`src/include/bridge_ctl_pkg.sv`:
```
// constants for the half-bridge pop-free and fault control block
package bridge_ctl_pkg;
  localparam int NUM_OUT = 3;
  localparam int ADDR_W = 4;
  localparam int DATA_W = 32;
  // register indices (byte address = 4 * index)
  localparam logic [ADDR_W-1:0] REG_CTRL = 4'h0;
  localparam logic [ADDR_W-1:0] REG_PHASE_T = 4'h1;
  localparam logic [ADDR_W-1:0] REG_INT_HOLD_T = 4'h2;
  localparam logic [ADDR_W-1:0] REG_EXT_HOLD_T = 4'h3;
  localparam logic [ADDR_W-1:0] REG_STATUS = 4'h4;
  localparam logic [ADDR_W-1:0] REG_IRQ_EN = 4'h5;
  localparam logic [ADDR_W-1:0] REG_IRQ_CLR = 4'h6;
  localparam logic [ADDR_W-1:0] REG_STATE = 4'h7;
  // control register fields
  localparam int CTRL_STANDBY = 0;
  localparam int CTRL_HIZ_LSB = 1;
  localparam int CTRL_PRE_LSB = 4;
  localparam int CTRL_INT_SD = 7;
  localparam int CTRL_EXT_SD = 8;
  localparam int CTRL_DIG_INT = 9;
  localparam int CTRL_DIG_EXT = 10;
  localparam int CTRL_W = 11;
  localparam logic [CTRL_W-1:0] CTRL_RST = 11'h001;
  // time registers are 16-bit (one register each), unit = one tick
  localparam int TIME_W = 16;
  localparam logic [TIME_W-1:0] PHASE_T_RST = 16'h0100;
  localparam logic [TIME_W-1:0] HOLD_T_RST = 16'h0100;
  // tick period 1 us at 200 MHz
  localparam int TICK_NS = 1000;
  localparam int CLK_NS = 5;
  localparam int TICK_CYC = TICK_NS / CLK_NS;
  localparam int TICK_W = 8;
  // status / irq bits
  localparam int IRQ_W = 4;
  localparam int EV_INT_FAULT = 0;
  localparam int EV_EXT_FAULT = 1;
  localparam int EV_UP_DONE = 2;
  localparam int EV_DOWN_DONE = 3;
  typedef enum logic [2:0] {
    SEQ_OFF, SEQ_CHARGE_UP, SEQ_ON, SEQ_CHARGE_DOWN
  } seq_state_t;
endpackage : bridge_ctl_pkg

```
`src/verilog/bridge_precharge_resistor_ctl_fault_control.sv`:
```
// half-bridge pop-free sequencing and short-circuit fault control
// Summary of operation
// - per bridge: on when pd=1,ts=1; resistors when pd=1,ts=0,pf=1.
// - lines come from standby bit, per-output hi-z and precharge bits.
// - start-up and switch-off charging sequence runs on its own.
// - charging phase duration comes from the phase time register.
// - each bridge reports short circuit on an active-low fault line.
// - enabled external fault drives hi-z out low, bridges to high impedance.
// - after external fault clears, hold hi-z for external hold time.
// - enabled internal fault puts bridge outputs in high impedance.
// - after internal fault clears, hold hi-z for internal hold time.
// - switch controls avoid high and low side conducting together.
// - digital precharge enabled separately for internal and external stage.
`timescale 1ns/1ps
module bridge_precharge_resistor_ctl_fault_control #(
  parameter int NUM_OUT = bridge_ctl_pkg::NUM_OUT,
  parameter int TICK_CYC = bridge_ctl_pkg::TICK_CYC
) (
  // clock and reset
  input wire logic clk_i,
  input wire logic rst_i,
  // register port
  input wire logic [bridge_ctl_pkg::ADDR_W-1:0] addr_i,
  input wire logic [bridge_ctl_pkg::DATA_W-1:0] wdata_i,
  input wire logic wr_i,
  input wire logic rd_i,
  output logic [bridge_ctl_pkg::DATA_W-1:0] rdata_o,
  // bridge stages
  input wire logic [NUM_OUT-1:0] modulator_channel_in_i,
  input wire logic [NUM_OUT-1:0] bridge_fault_n_i,
  output logic [NUM_OUT-1:0] bridge_powerdown_o,
  output logic [NUM_OUT-1:0] bridge_hiz_n_o,
  output logic [NUM_OUT-1:0] precharge_resistor_ctl_o,
  output logic [NUM_OUT-1:0] high_side_on_o,
  output logic [NUM_OUT-1:0] low_side_on_o,
  // external amplifier
  input wire logic ext_amp_fault_in_n_i,
  output logic ext_amp_hiz_out_n_o,
  // digital ramp precharge enables
  output logic dig_precharge_int_o,
  output logic dig_precharge_ext_o,
  // interrupt
  output logic irq_o
);
  localparam int TW = bridge_ctl_pkg::TIME_W;
  localparam int IW = bridge_ctl_pkg::IRQ_W;
  localparam int CW = bridge_ctl_pkg::CTRL_W;

  logic [CW-1:0] ctrl_r;
  logic [TW-1:0] phase_t_r;
  logic [TW-1:0] int_hold_t_r;
  logic [TW-1:0] ext_hold_t_r;
  logic [IW-1:0] status_r;
  logic [IW-1:0] irq_en_r;
  logic [bridge_ctl_pkg::TICK_W-1:0] tick_cnt_r;
  logic tick_r;
  bridge_ctl_pkg::seq_state_t seq_r;
  logic [TW-1:0] seq_cnt_r;
  logic int_fault_r;
  logic int_fault_d_r;
  logic ext_fault_r;
  logic ext_fault_d_r;
  logic int_hold_r;
  logic ext_hold_r;
  logic [TW-1:0] int_cnt_r;
  logic [TW-1:0] ext_cnt_r;
  logic [IW-1:0] ev;
  logic standby;
  logic [NUM_OUT-1:0] hiz_bits;
  logic [NUM_OUT-1:0] pre_bits;
  logic int_sd;
  logic ext_sd;
  logic force_hiz;
  logic [NUM_OUT-1:0] pd_nxt;
  logic [NUM_OUT-1:0] ts_nxt;
  logic [NUM_OUT-1:0] pf_nxt;

  assign standby = ctrl_r[bridge_ctl_pkg::CTRL_STANDBY];
  assign hiz_bits = ctrl_r[bridge_ctl_pkg::CTRL_HIZ_LSB +: NUM_OUT];
  assign pre_bits = ctrl_r[bridge_ctl_pkg::CTRL_PRE_LSB +: NUM_OUT];
  // internal shutdown when enabled
  // delayed fault covers the cycle before the hold timer loads
  assign int_sd = ctrl_r[bridge_ctl_pkg::CTRL_INT_SD] &
                  (int_fault_r | int_fault_d_r | int_hold_r);
  assign ext_sd = ctrl_r[bridge_ctl_pkg::CTRL_EXT_SD] &
                  (ext_fault_r | ext_fault_d_r | ext_hold_r);
  assign force_hiz = int_sd | ext_sd;

  // tick divider
  always_ff @(posedge clk_i or posedge rst_i) begin
    if (rst_i) begin
      tick_cnt_r <= '0;
      tick_r <= 1'b0;
    end else if (tick_cnt_r == bridge_ctl_pkg::TICK_W'(TICK_CYC - 1)) begin
      tick_cnt_r <= '0;
      tick_r <= 1'b1;
    end else begin
      tick_cnt_r <= tick_cnt_r + 1'b1;
      tick_r <= 1'b0;
    end
  end

  // register writes
  always_ff @(posedge clk_i or posedge rst_i) begin
    if (rst_i) begin
      ctrl_r <= bridge_ctl_pkg::CTRL_RST;
      phase_t_r <= bridge_ctl_pkg::PHASE_T_RST;
      int_hold_t_r <= bridge_ctl_pkg::HOLD_T_RST;
      ext_hold_t_r <= bridge_ctl_pkg::HOLD_T_RST;
      irq_en_r <= '0;
    end else if (wr_i) begin
      unique case (addr_i)
        bridge_ctl_pkg::REG_CTRL: ctrl_r <= wdata_i[CW-1:0];
        bridge_ctl_pkg::REG_PHASE_T: phase_t_r <= wdata_i[TW-1:0];
        bridge_ctl_pkg::REG_INT_HOLD_T: int_hold_t_r <= wdata_i[TW-1:0];
        bridge_ctl_pkg::REG_EXT_HOLD_T: ext_hold_t_r <= wdata_i[TW-1:0];
        bridge_ctl_pkg::REG_IRQ_EN: irq_en_r <= wdata_i[IW-1:0];
        default: ;
      endcase
    end
  end

  // register reads, data one cycle later
  always_ff @(posedge clk_i or posedge rst_i) begin
    if (rst_i) begin
      rdata_o <= '0;
    end else if (rd_i) begin
      unique case (addr_i)
        bridge_ctl_pkg::REG_CTRL: rdata_o <= 32'(ctrl_r);
        bridge_ctl_pkg::REG_PHASE_T: rdata_o <= 32'(phase_t_r);
        bridge_ctl_pkg::REG_INT_HOLD_T: rdata_o <= 32'(int_hold_t_r);
        bridge_ctl_pkg::REG_EXT_HOLD_T: rdata_o <= 32'(ext_hold_t_r);
        bridge_ctl_pkg::REG_STATUS: rdata_o <= 32'(status_r);
        bridge_ctl_pkg::REG_IRQ_EN: rdata_o <= 32'(irq_en_r);
        bridge_ctl_pkg::REG_STATE: rdata_o <= {24'h000000, ext_hold_r,
          int_hold_r, ext_fault_r, int_fault_r, 1'b0, 3'(seq_r)};
        default: rdata_o <= '0;
      endcase
    end else begin
      rdata_o <= '0;
    end
  end

  always_ff @(posedge clk_i or posedge rst_i) begin
    if (rst_i) begin
      int_fault_r <= 1'b0;
      ext_fault_r <= 1'b0;
      int_fault_d_r <= 1'b0;
      ext_fault_d_r <= 1'b0;
    end else begin
      int_fault_r <= ~&bridge_fault_n_i;
      ext_fault_r <= ~ext_amp_fault_in_n_i;
      int_fault_d_r <= int_fault_r;
      ext_fault_d_r <= ext_fault_r;
    end
  end

  always_ff @(posedge clk_i or posedge rst_i) begin
    if (rst_i) begin
      int_hold_r <= 1'b0;
      int_cnt_r <= '0;
    end else if (int_fault_r) begin
      int_hold_r <= 1'b0;
      int_cnt_r <= '0;
    end else if (int_fault_d_r) begin
      int_hold_r <= int_hold_t_r != '0;
      int_cnt_r <= int_hold_t_r;
    end else if (int_hold_r && tick_r) begin
      int_cnt_r <= int_cnt_r - 1'b1;
      int_hold_r <= int_cnt_r != TW'(1);
    end
  end

  always_ff @(posedge clk_i or posedge rst_i) begin
    if (rst_i) begin
      ext_hold_r <= 1'b0;
      ext_cnt_r <= '0;
    end else if (ext_fault_r) begin
      ext_hold_r <= 1'b0;
      ext_cnt_r <= '0;
    end else if (ext_fault_d_r) begin
      ext_hold_r <= ext_hold_t_r != '0;
      ext_cnt_r <= ext_hold_t_r;
    end else if (ext_hold_r && tick_r) begin
      ext_cnt_r <= ext_cnt_r - 1'b1;
      ext_hold_r <= ext_cnt_r != TW'(1);
    end
  end

  always_ff @(posedge clk_i or posedge rst_i) begin
    if (rst_i) begin
      seq_r <= bridge_ctl_pkg::SEQ_OFF;
      seq_cnt_r <= '0;
    end else begin
      unique case (seq_r)
        bridge_ctl_pkg::SEQ_OFF: begin
          if (!standby) begin
            seq_r <= bridge_ctl_pkg::SEQ_CHARGE_UP;
            seq_cnt_r <= phase_t_r;
          end
        end
        bridge_ctl_pkg::SEQ_CHARGE_UP: begin
          if (standby) begin
            seq_r <= bridge_ctl_pkg::SEQ_OFF;
          end else if (seq_cnt_r == '0) begin
            seq_r <= bridge_ctl_pkg::SEQ_ON;
          end else if (tick_r) begin
            seq_cnt_r <= seq_cnt_r - 1'b1;
          end
        end
        bridge_ctl_pkg::SEQ_ON: begin
          if (standby) begin
            seq_r <= bridge_ctl_pkg::SEQ_CHARGE_DOWN;
            seq_cnt_r <= phase_t_r;
          end
        end
        bridge_ctl_pkg::SEQ_CHARGE_DOWN: begin
          if (seq_cnt_r == '0) begin
            seq_r <= bridge_ctl_pkg::SEQ_OFF;
          end else if (tick_r) begin
            seq_cnt_r <= seq_cnt_r - 1'b1;
          end
        end
        default: seq_r <= bridge_ctl_pkg::SEQ_OFF;
      endcase
    end
  end

  always_comb begin
    for (int i = 0; i < NUM_OUT; i++) begin
      pd_nxt[i] = seq_r != bridge_ctl_pkg::SEQ_OFF;
      ts_nxt[i] = (seq_r == bridge_ctl_pkg::SEQ_ON) && hiz_bits[i] &&
                  !force_hiz;
      pf_nxt[i] = pre_bits[i] &&
                  (seq_r == bridge_ctl_pkg::SEQ_CHARGE_UP ||
                   seq_r == bridge_ctl_pkg::SEQ_CHARGE_DOWN);
    end
  end

  always_ff @(posedge clk_i or posedge rst_i) begin
    if (rst_i) begin
      bridge_powerdown_o <= '0;
      bridge_hiz_n_o <= '0;
      precharge_resistor_ctl_o <= '0;
    end else begin
      bridge_powerdown_o <= pd_nxt;
      bridge_hiz_n_o <= ts_nxt;
      precharge_resistor_ctl_o <= pf_nxt;
    end
  end

  always_ff @(posedge clk_i or posedge rst_i) begin
    if (rst_i) begin
      high_side_on_o <= '0;
      low_side_on_o <= '0;
    end else begin
      for (int i = 0; i < NUM_OUT; i++) begin
        high_side_on_o[i] <= ts_nxt[i] && pd_nxt[i] &&
          modulator_channel_in_i[i] && !low_side_on_o[i];
        low_side_on_o[i] <= ts_nxt[i] && pd_nxt[i] &&
          !modulator_channel_in_i[i] && !high_side_on_o[i];
      end
    end
  end

  // external amplifier hi-z and precharge enables
  always_ff @(posedge clk_i or posedge rst_i) begin
    if (rst_i) begin
      ext_amp_hiz_out_n_o <= 1'b0;
      dig_precharge_int_o <= 1'b0;
      dig_precharge_ext_o <= 1'b0;
    end else begin
      ext_amp_hiz_out_n_o <= !ext_sd;
      dig_precharge_int_o <= ctrl_r[bridge_ctl_pkg::CTRL_DIG_INT];
      dig_precharge_ext_o <= ctrl_r[bridge_ctl_pkg::CTRL_DIG_EXT];
    end
  end

  // sticky status, set wins over clear
  assign ev[bridge_ctl_pkg::EV_INT_FAULT] = int_fault_r & ~int_fault_d_r;
  assign ev[bridge_ctl_pkg::EV_EXT_FAULT] = ext_fault_r & ~ext_fault_d_r;
  assign ev[bridge_ctl_pkg::EV_UP_DONE] =
    (seq_r == bridge_ctl_pkg::SEQ_CHARGE_UP) && !standby && seq_cnt_r == '0;
  assign ev[bridge_ctl_pkg::EV_DOWN_DONE] =
    (seq_r == bridge_ctl_pkg::SEQ_CHARGE_DOWN) && seq_cnt_r == '0;

  always_ff @(posedge clk_i or posedge rst_i) begin
    if (rst_i) begin
      status_r <= '0;
    end else begin
      status_r <= (status_r &
        ~((wr_i && addr_i == bridge_ctl_pkg::REG_IRQ_CLR) ?
          wdata_i[IW-1:0] : '0)) | ev;
    end
  end

  always_ff @(posedge clk_i or posedge rst_i) begin
    if (rst_i) begin
      irq_o <= 1'b0;
    end else begin
      irq_o <= |(status_r & irq_en_r);
    end
  end

  // assertions
  // powered-on bridge never has resistors connected
  property p_on_no_res;
    @(posedge clk_i) disable iff (rst_i)
      bridge_hiz_n_o != '0 |->
        (bridge_hiz_n_o & precharge_resistor_ctl_o) == '0;
  endproperty
  a_on_no_res: assert property (p_on_no_res)
    else $error("bridge on with resistors connected");

  // internal fault forces hi-z within two cycles
  property p_int_hiz;
    @(posedge clk_i) disable iff (rst_i)
      (!(&bridge_fault_n_i) && ctrl_r[bridge_ctl_pkg::CTRL_INT_SD])
        ##1 ctrl_r[bridge_ctl_pkg::CTRL_INT_SD] |=> bridge_hiz_n_o == '0;
  endproperty
  a_int_hiz: assert property (p_int_hiz)
    else $error("bridge not hi-z during internal fault");

  // external fault drives hi-z out low
  property p_ext_hiz;
    @(posedge clk_i) disable iff (rst_i)
      (!ext_amp_fault_in_n_i && ctrl_r[bridge_ctl_pkg::CTRL_EXT_SD])
        ##1 ctrl_r[bridge_ctl_pkg::CTRL_EXT_SD] |=> !ext_amp_hiz_out_n_o;
  endproperty
  a_ext_hiz: assert property (p_ext_hiz)
    else $error("external hi-z not asserted on fault");

  property p_no_shoot;
    @(posedge clk_i) disable iff (rst_i)
      (high_side_on_o & low_side_on_o) == '0;
  endproperty
  a_no_shoot: assert property (p_no_shoot)
    else $error("high and low side on together");

  // hold starts after external fault clears
  property p_ext_hold;
    @(posedge clk_i) disable iff (rst_i)
      $fell(ext_fault_r) && ext_hold_t_r != '0 |=> ext_hold_r;
  endproperty
  a_ext_hold: assert property (p_ext_hold)
    else $error("external hold not started");

  // hold starts after internal fault clears
  property p_int_hold;
    @(posedge clk_i) disable iff (rst_i)
      $fell(int_fault_r) && int_hold_t_r != '0 |=> int_hold_r;
  endproperty
  a_int_hold: assert property (p_int_hold)
    else $error("internal hold not started");

  property p_refault;
    @(posedge clk_i) disable iff (rst_i)
      int_fault_r |=> !int_hold_r;
  endproperty
  a_refault: assert property (p_refault)
    else $error("hold running during fault");

  // charge-up with count at zero and standby clear moves to on
  property p_seq;
    @(posedge clk_i) disable iff (rst_i)
      seq_r == bridge_ctl_pkg::SEQ_CHARGE_UP && !standby && seq_cnt_r == '0
        |=> seq_r == bridge_ctl_pkg::SEQ_ON;
  endproperty
  a_seq: assert property (p_seq)
    else $error("start-up sequence did not complete");
endmodule : bridge_precharge_resistor_ctl_fault_control

```
`config.mk`:
```
export PLATFORM = sky130hd
export DESIGN_NAME = bridge_precharge_resistor_ctl_fault_control
export DESIGN_NICKNAME = d
export VERILOG_FILES = /design/src/include/bridge_ctl_pkg.sv /design/src/verilog/bridge_precharge_resistor_ctl_fault_control.sv
export SDC_FILE = /design/constraint.sdc
export NUM_CORES = 1
export LEC_CHECK = 0
export BUFFER_PORTS_ARGS = -buffer_cell sky130_fd_sc_hd__clkbuf_2
export CAP_MARGIN = 10
export CELL_PAD_IN_SITES_DETAIL_PLACEMENT = 0
export CELL_PAD_IN_SITES_GLOBAL_PLACEMENT = 1
export CORE_MARGIN = 4
export CORE_UTILIZATION = 45
export DETAILED_ROUTE_END_ITERATION = 12
export PLACE_DENSITY = 0.75
export RECOVER_POWER = 100
export SETUP_SLACK_MARGIN = 0.4
export SYNTH_ARGS = -nofsm -noshare
export SYNTH_HDL_FRONTEND = slang
export SYNTH_SLANG_ARGS = --single-unit
```
`constraint.sdc`:
```
create_clock -name clk_i -period 6.6 [get_ports clk_i]
set_input_delay 0.33 -clock clk_i [delete_from_list [all_inputs] [get_ports clk_i]]
set_output_delay 0.33 -clock clk_i [all_outputs]
set_load 0.03 [all_outputs]
```
==> metrics <==
mux contribution to synthesized area under 10%; Clk Tree Root Cell clkbuf_16; Die Wd around 140 um; Synth Area in Simple Gates 17.5%; commonest non-fill, non-tap cell in the layout dfrtp_1; Die Y about 140 um; synth-to-layout area growth 12.0%; Num Clock Sinks approximately 170; endpoint type of the worst setup path asynchronous set/reset pin; clk_lat worst skew 0.43 ns; period utilisation layout between 50% and 60%; max incr delay on CP around 2.5 ns; CTS HTree Levels 4; detail-routed net length per standard cell between 20 and 25 um; Yosys reg bits about 170; slowest CP cell clkinvlp_2; run status finished, violations left; CP Cell Sequence clkbuf_1, clkinvlp_2, buf_4; first-pass GRT wire length around 36000 um; GRT busiest layer met2; die area a little over 20000 um^2; Hold Slack around 0.044 ns; number of fillers in the final layout around 1600; Top delay family on crit path buffers and inverters; placeable core region ~18000 um^2; Power Total about 3400 uW; worst path required time between 7 and 8 ns; Reg-to-Reg Start seq_r[1]; Post-Syn Area approximately 8200 um^2; clk_skew ~0.012 ns; register area share after synthesis between 50 and 60%; PD cells about 370 nW/um^2; Rel. slew slack -199%; Synth Area in Compound Gates roughly 15%; Vias approximately 6500; critical path arrival 3.92 ns; DR DRC count 0; Ports approximately 100; Worst-Margin Slew ~4.5 ns; global placement routability congestion between 0.8 and 0.9; vias per std cell a little over 6; Max clock buf depth 2; RSZ-0062 raised after global routing no; HPWL after DPL 15800 um; total wire length approximately 23000 um; initial antenna violation count 0; syn avg cell area about 11 um^2; Setup Viol. Count Final 0; Setup TNS 0 ns; largest family of logic cells by synthesized area simple AND/OR/NAND/NOR gates; max cap viols 2; layout cells sized above 1 16.3%; placed cells 1022; CTS tree done; Hold Fails Final Rpt 0; Setup CP Type input pin to asynchronous set/reset pin; EDFF count, synth 0; Reg clk slew, reported paths around 0.070 ns; maximum vdd ir drop ~0.00023 V; yosys warns 0; Global Route met1 Usage roughly a third; drt pass-1 iters 5; Total GRT Usage approximately 23%; worst path bufs/invs 3; Syn Inst Count 764; ant diodes 0; largest net degree at the start of global routing roughly 100; commonest cells after routing, fill and taps aside dfrtp_1, nand2_1, mux2_2, nor2_1, clkbuf_1; Netlist cell types around 70; post-CTS setup buffer count 0; FMAX slightly below 300 MHz; hold_sp ext_amp_fault_in_n_i; initial core utilization a little under half; Post-Synth Adder-Cell Area around 1.7%; Nets just under 900; Pleak 0.00380 uW; failing checks max-capacitance violations, max-slew violations; met3 Use GR 5.61%; CP Launch Point rst_i; total CTS buffers 17; xor and xnor area share after synthesis under 10%; Hold Buf Count CTS 0; fraction of registers with async set or reset after synthesis between 90% and 100%; Port Buf Inserts between 60 and 70; max-slew violations 116; FP Rows 48; post-layout min period between 3 and 4 ns; CP Launch Type input pin; Post-DRT Antenna Nets 0; main flop type after synthesis dfrtp_1; worst-path fanout max 100; vias in the first global route approximately 6500; fin cells roughly 1100; CTS resizes 0; DRT iter0 DRCs between 600 and 700; fin util between 50% and 60%; Min-Delay Path Class input pin to register; met2 Usage GRT 34.8%; total global routing overflow 0
[stage by stage]
step	area, um^2	setup slack (ns)
3_3_place_gp	8610	3.85
5_1_grt	9130	2.32
6_report	9130	3.13
2_1_floorplan	8210	1.81
3_5_place_dp	8610	3.70
4_1_cts	9250	3.71
[final timing paths]
check                                 endpoint  slack, ns  cells past startpoint
max                               ext_cnt_r[0]       3.13                      3
max reg2reg                       seq_cnt_r[6]       3.35                      7
min in group asynchronous          ext_fault_r       1.23                      2
min reg2reg                dig_precharge_int_o       0.41                      0
min                                ext_fault_r       0.04                      2
max in group clk_i                seq_cnt_r[6]       3.35                      7
[state kept, by name (all words and copies together), names as in the netlist, 11 cells and up]
name and count:
ctrl_r 11, ext_cnt_r 16, ext_hold_t_r 16, int_cnt_r 16
int_hold_t_r 16, phase_t_r 16, rdata_o 16, seq_cnt_r 16
[routing by layer]
| layer | routed length, um | up-vias |
|---|---|---|
| met4 | 438 | 0 |
| met3 | 1410 | 34 |
| met1 | 10200 | 3270 |
| met2 | 10500 | 231 |
| met5 | 0 | - |
| li1 | - | 2945 |
[kinds of logic after synthesis]
logic type | Yosys count
AND/OR/NAND/NOR | 269
flip-flops | 165
AO/OA/AOI/OAI | 164
buffers and inverters | 69
multiplexers | 68
XOR/XNOR | 17
adder cells (fa/ha/maj) | 11
other | 1
[area by class of cell]
cell class                      count  area [um^2]  area share [%]
Clock buffer                       17          425            4.66
Inverter                           16         61.3           0.672
Clock inverter                     15          213            2.33
Timing Repair Buffer               72          312            3.41
Sequential cell                   165         4130            45.3
Tap cell                          225          282            3.08
Multi-Input combinational cell    545         3700            40.6
[report_power, final]
part           switching (uW)  internal [uW]  total (uW)
Sequential                246           1210        1450
Clock                     439            643        1080
Combinational             526            333         859
[synthesized netlist by cell type (all sizes together) (3+ instances only)]
library cell    n  share of area, %
dfstp           4               1.3
nand2          69               3.2
a31oi           6              0.46
o221ai         12               1.3
nand2b          8              0.61
a32oi           4              0.43
xnor2           9              0.97
nor3           21               1.4
o22ai           7              0.54
o311ai          3              0.32
mux2           63               8.7
a22o            3              0.32
o211ai         10              0.92
o31ai           5              0.46
nor4           25               2.1
o21ai          14              0.86
a311oi          4              0.43
dfrtp         161                49
nand3          21               1.3
nand4          10              0.77
buf            23               1.9
a211oi         13               1.2
or2             3              0.23
a21o            3              0.28
mux2i           5              0.61
nor2           51               2.3
a222oi          7              0.86
and4            3              0.32
ha             11               1.7
a32o            5              0.61
nor2b           4              0.31
inv            14              0.64
and2           11              0.84
o31a            5              0.54
or4             6              0.64
a22oi          27               2.5
or3            13               1.1
nand3b          7              0.64
clkbuf         30               1.4
xor2            8              0.86
a21oi          23               1.4
nor4b           4              0.51
nor3b           9              0.83
No activity file was read; power rests on OpenSTA's default activity.
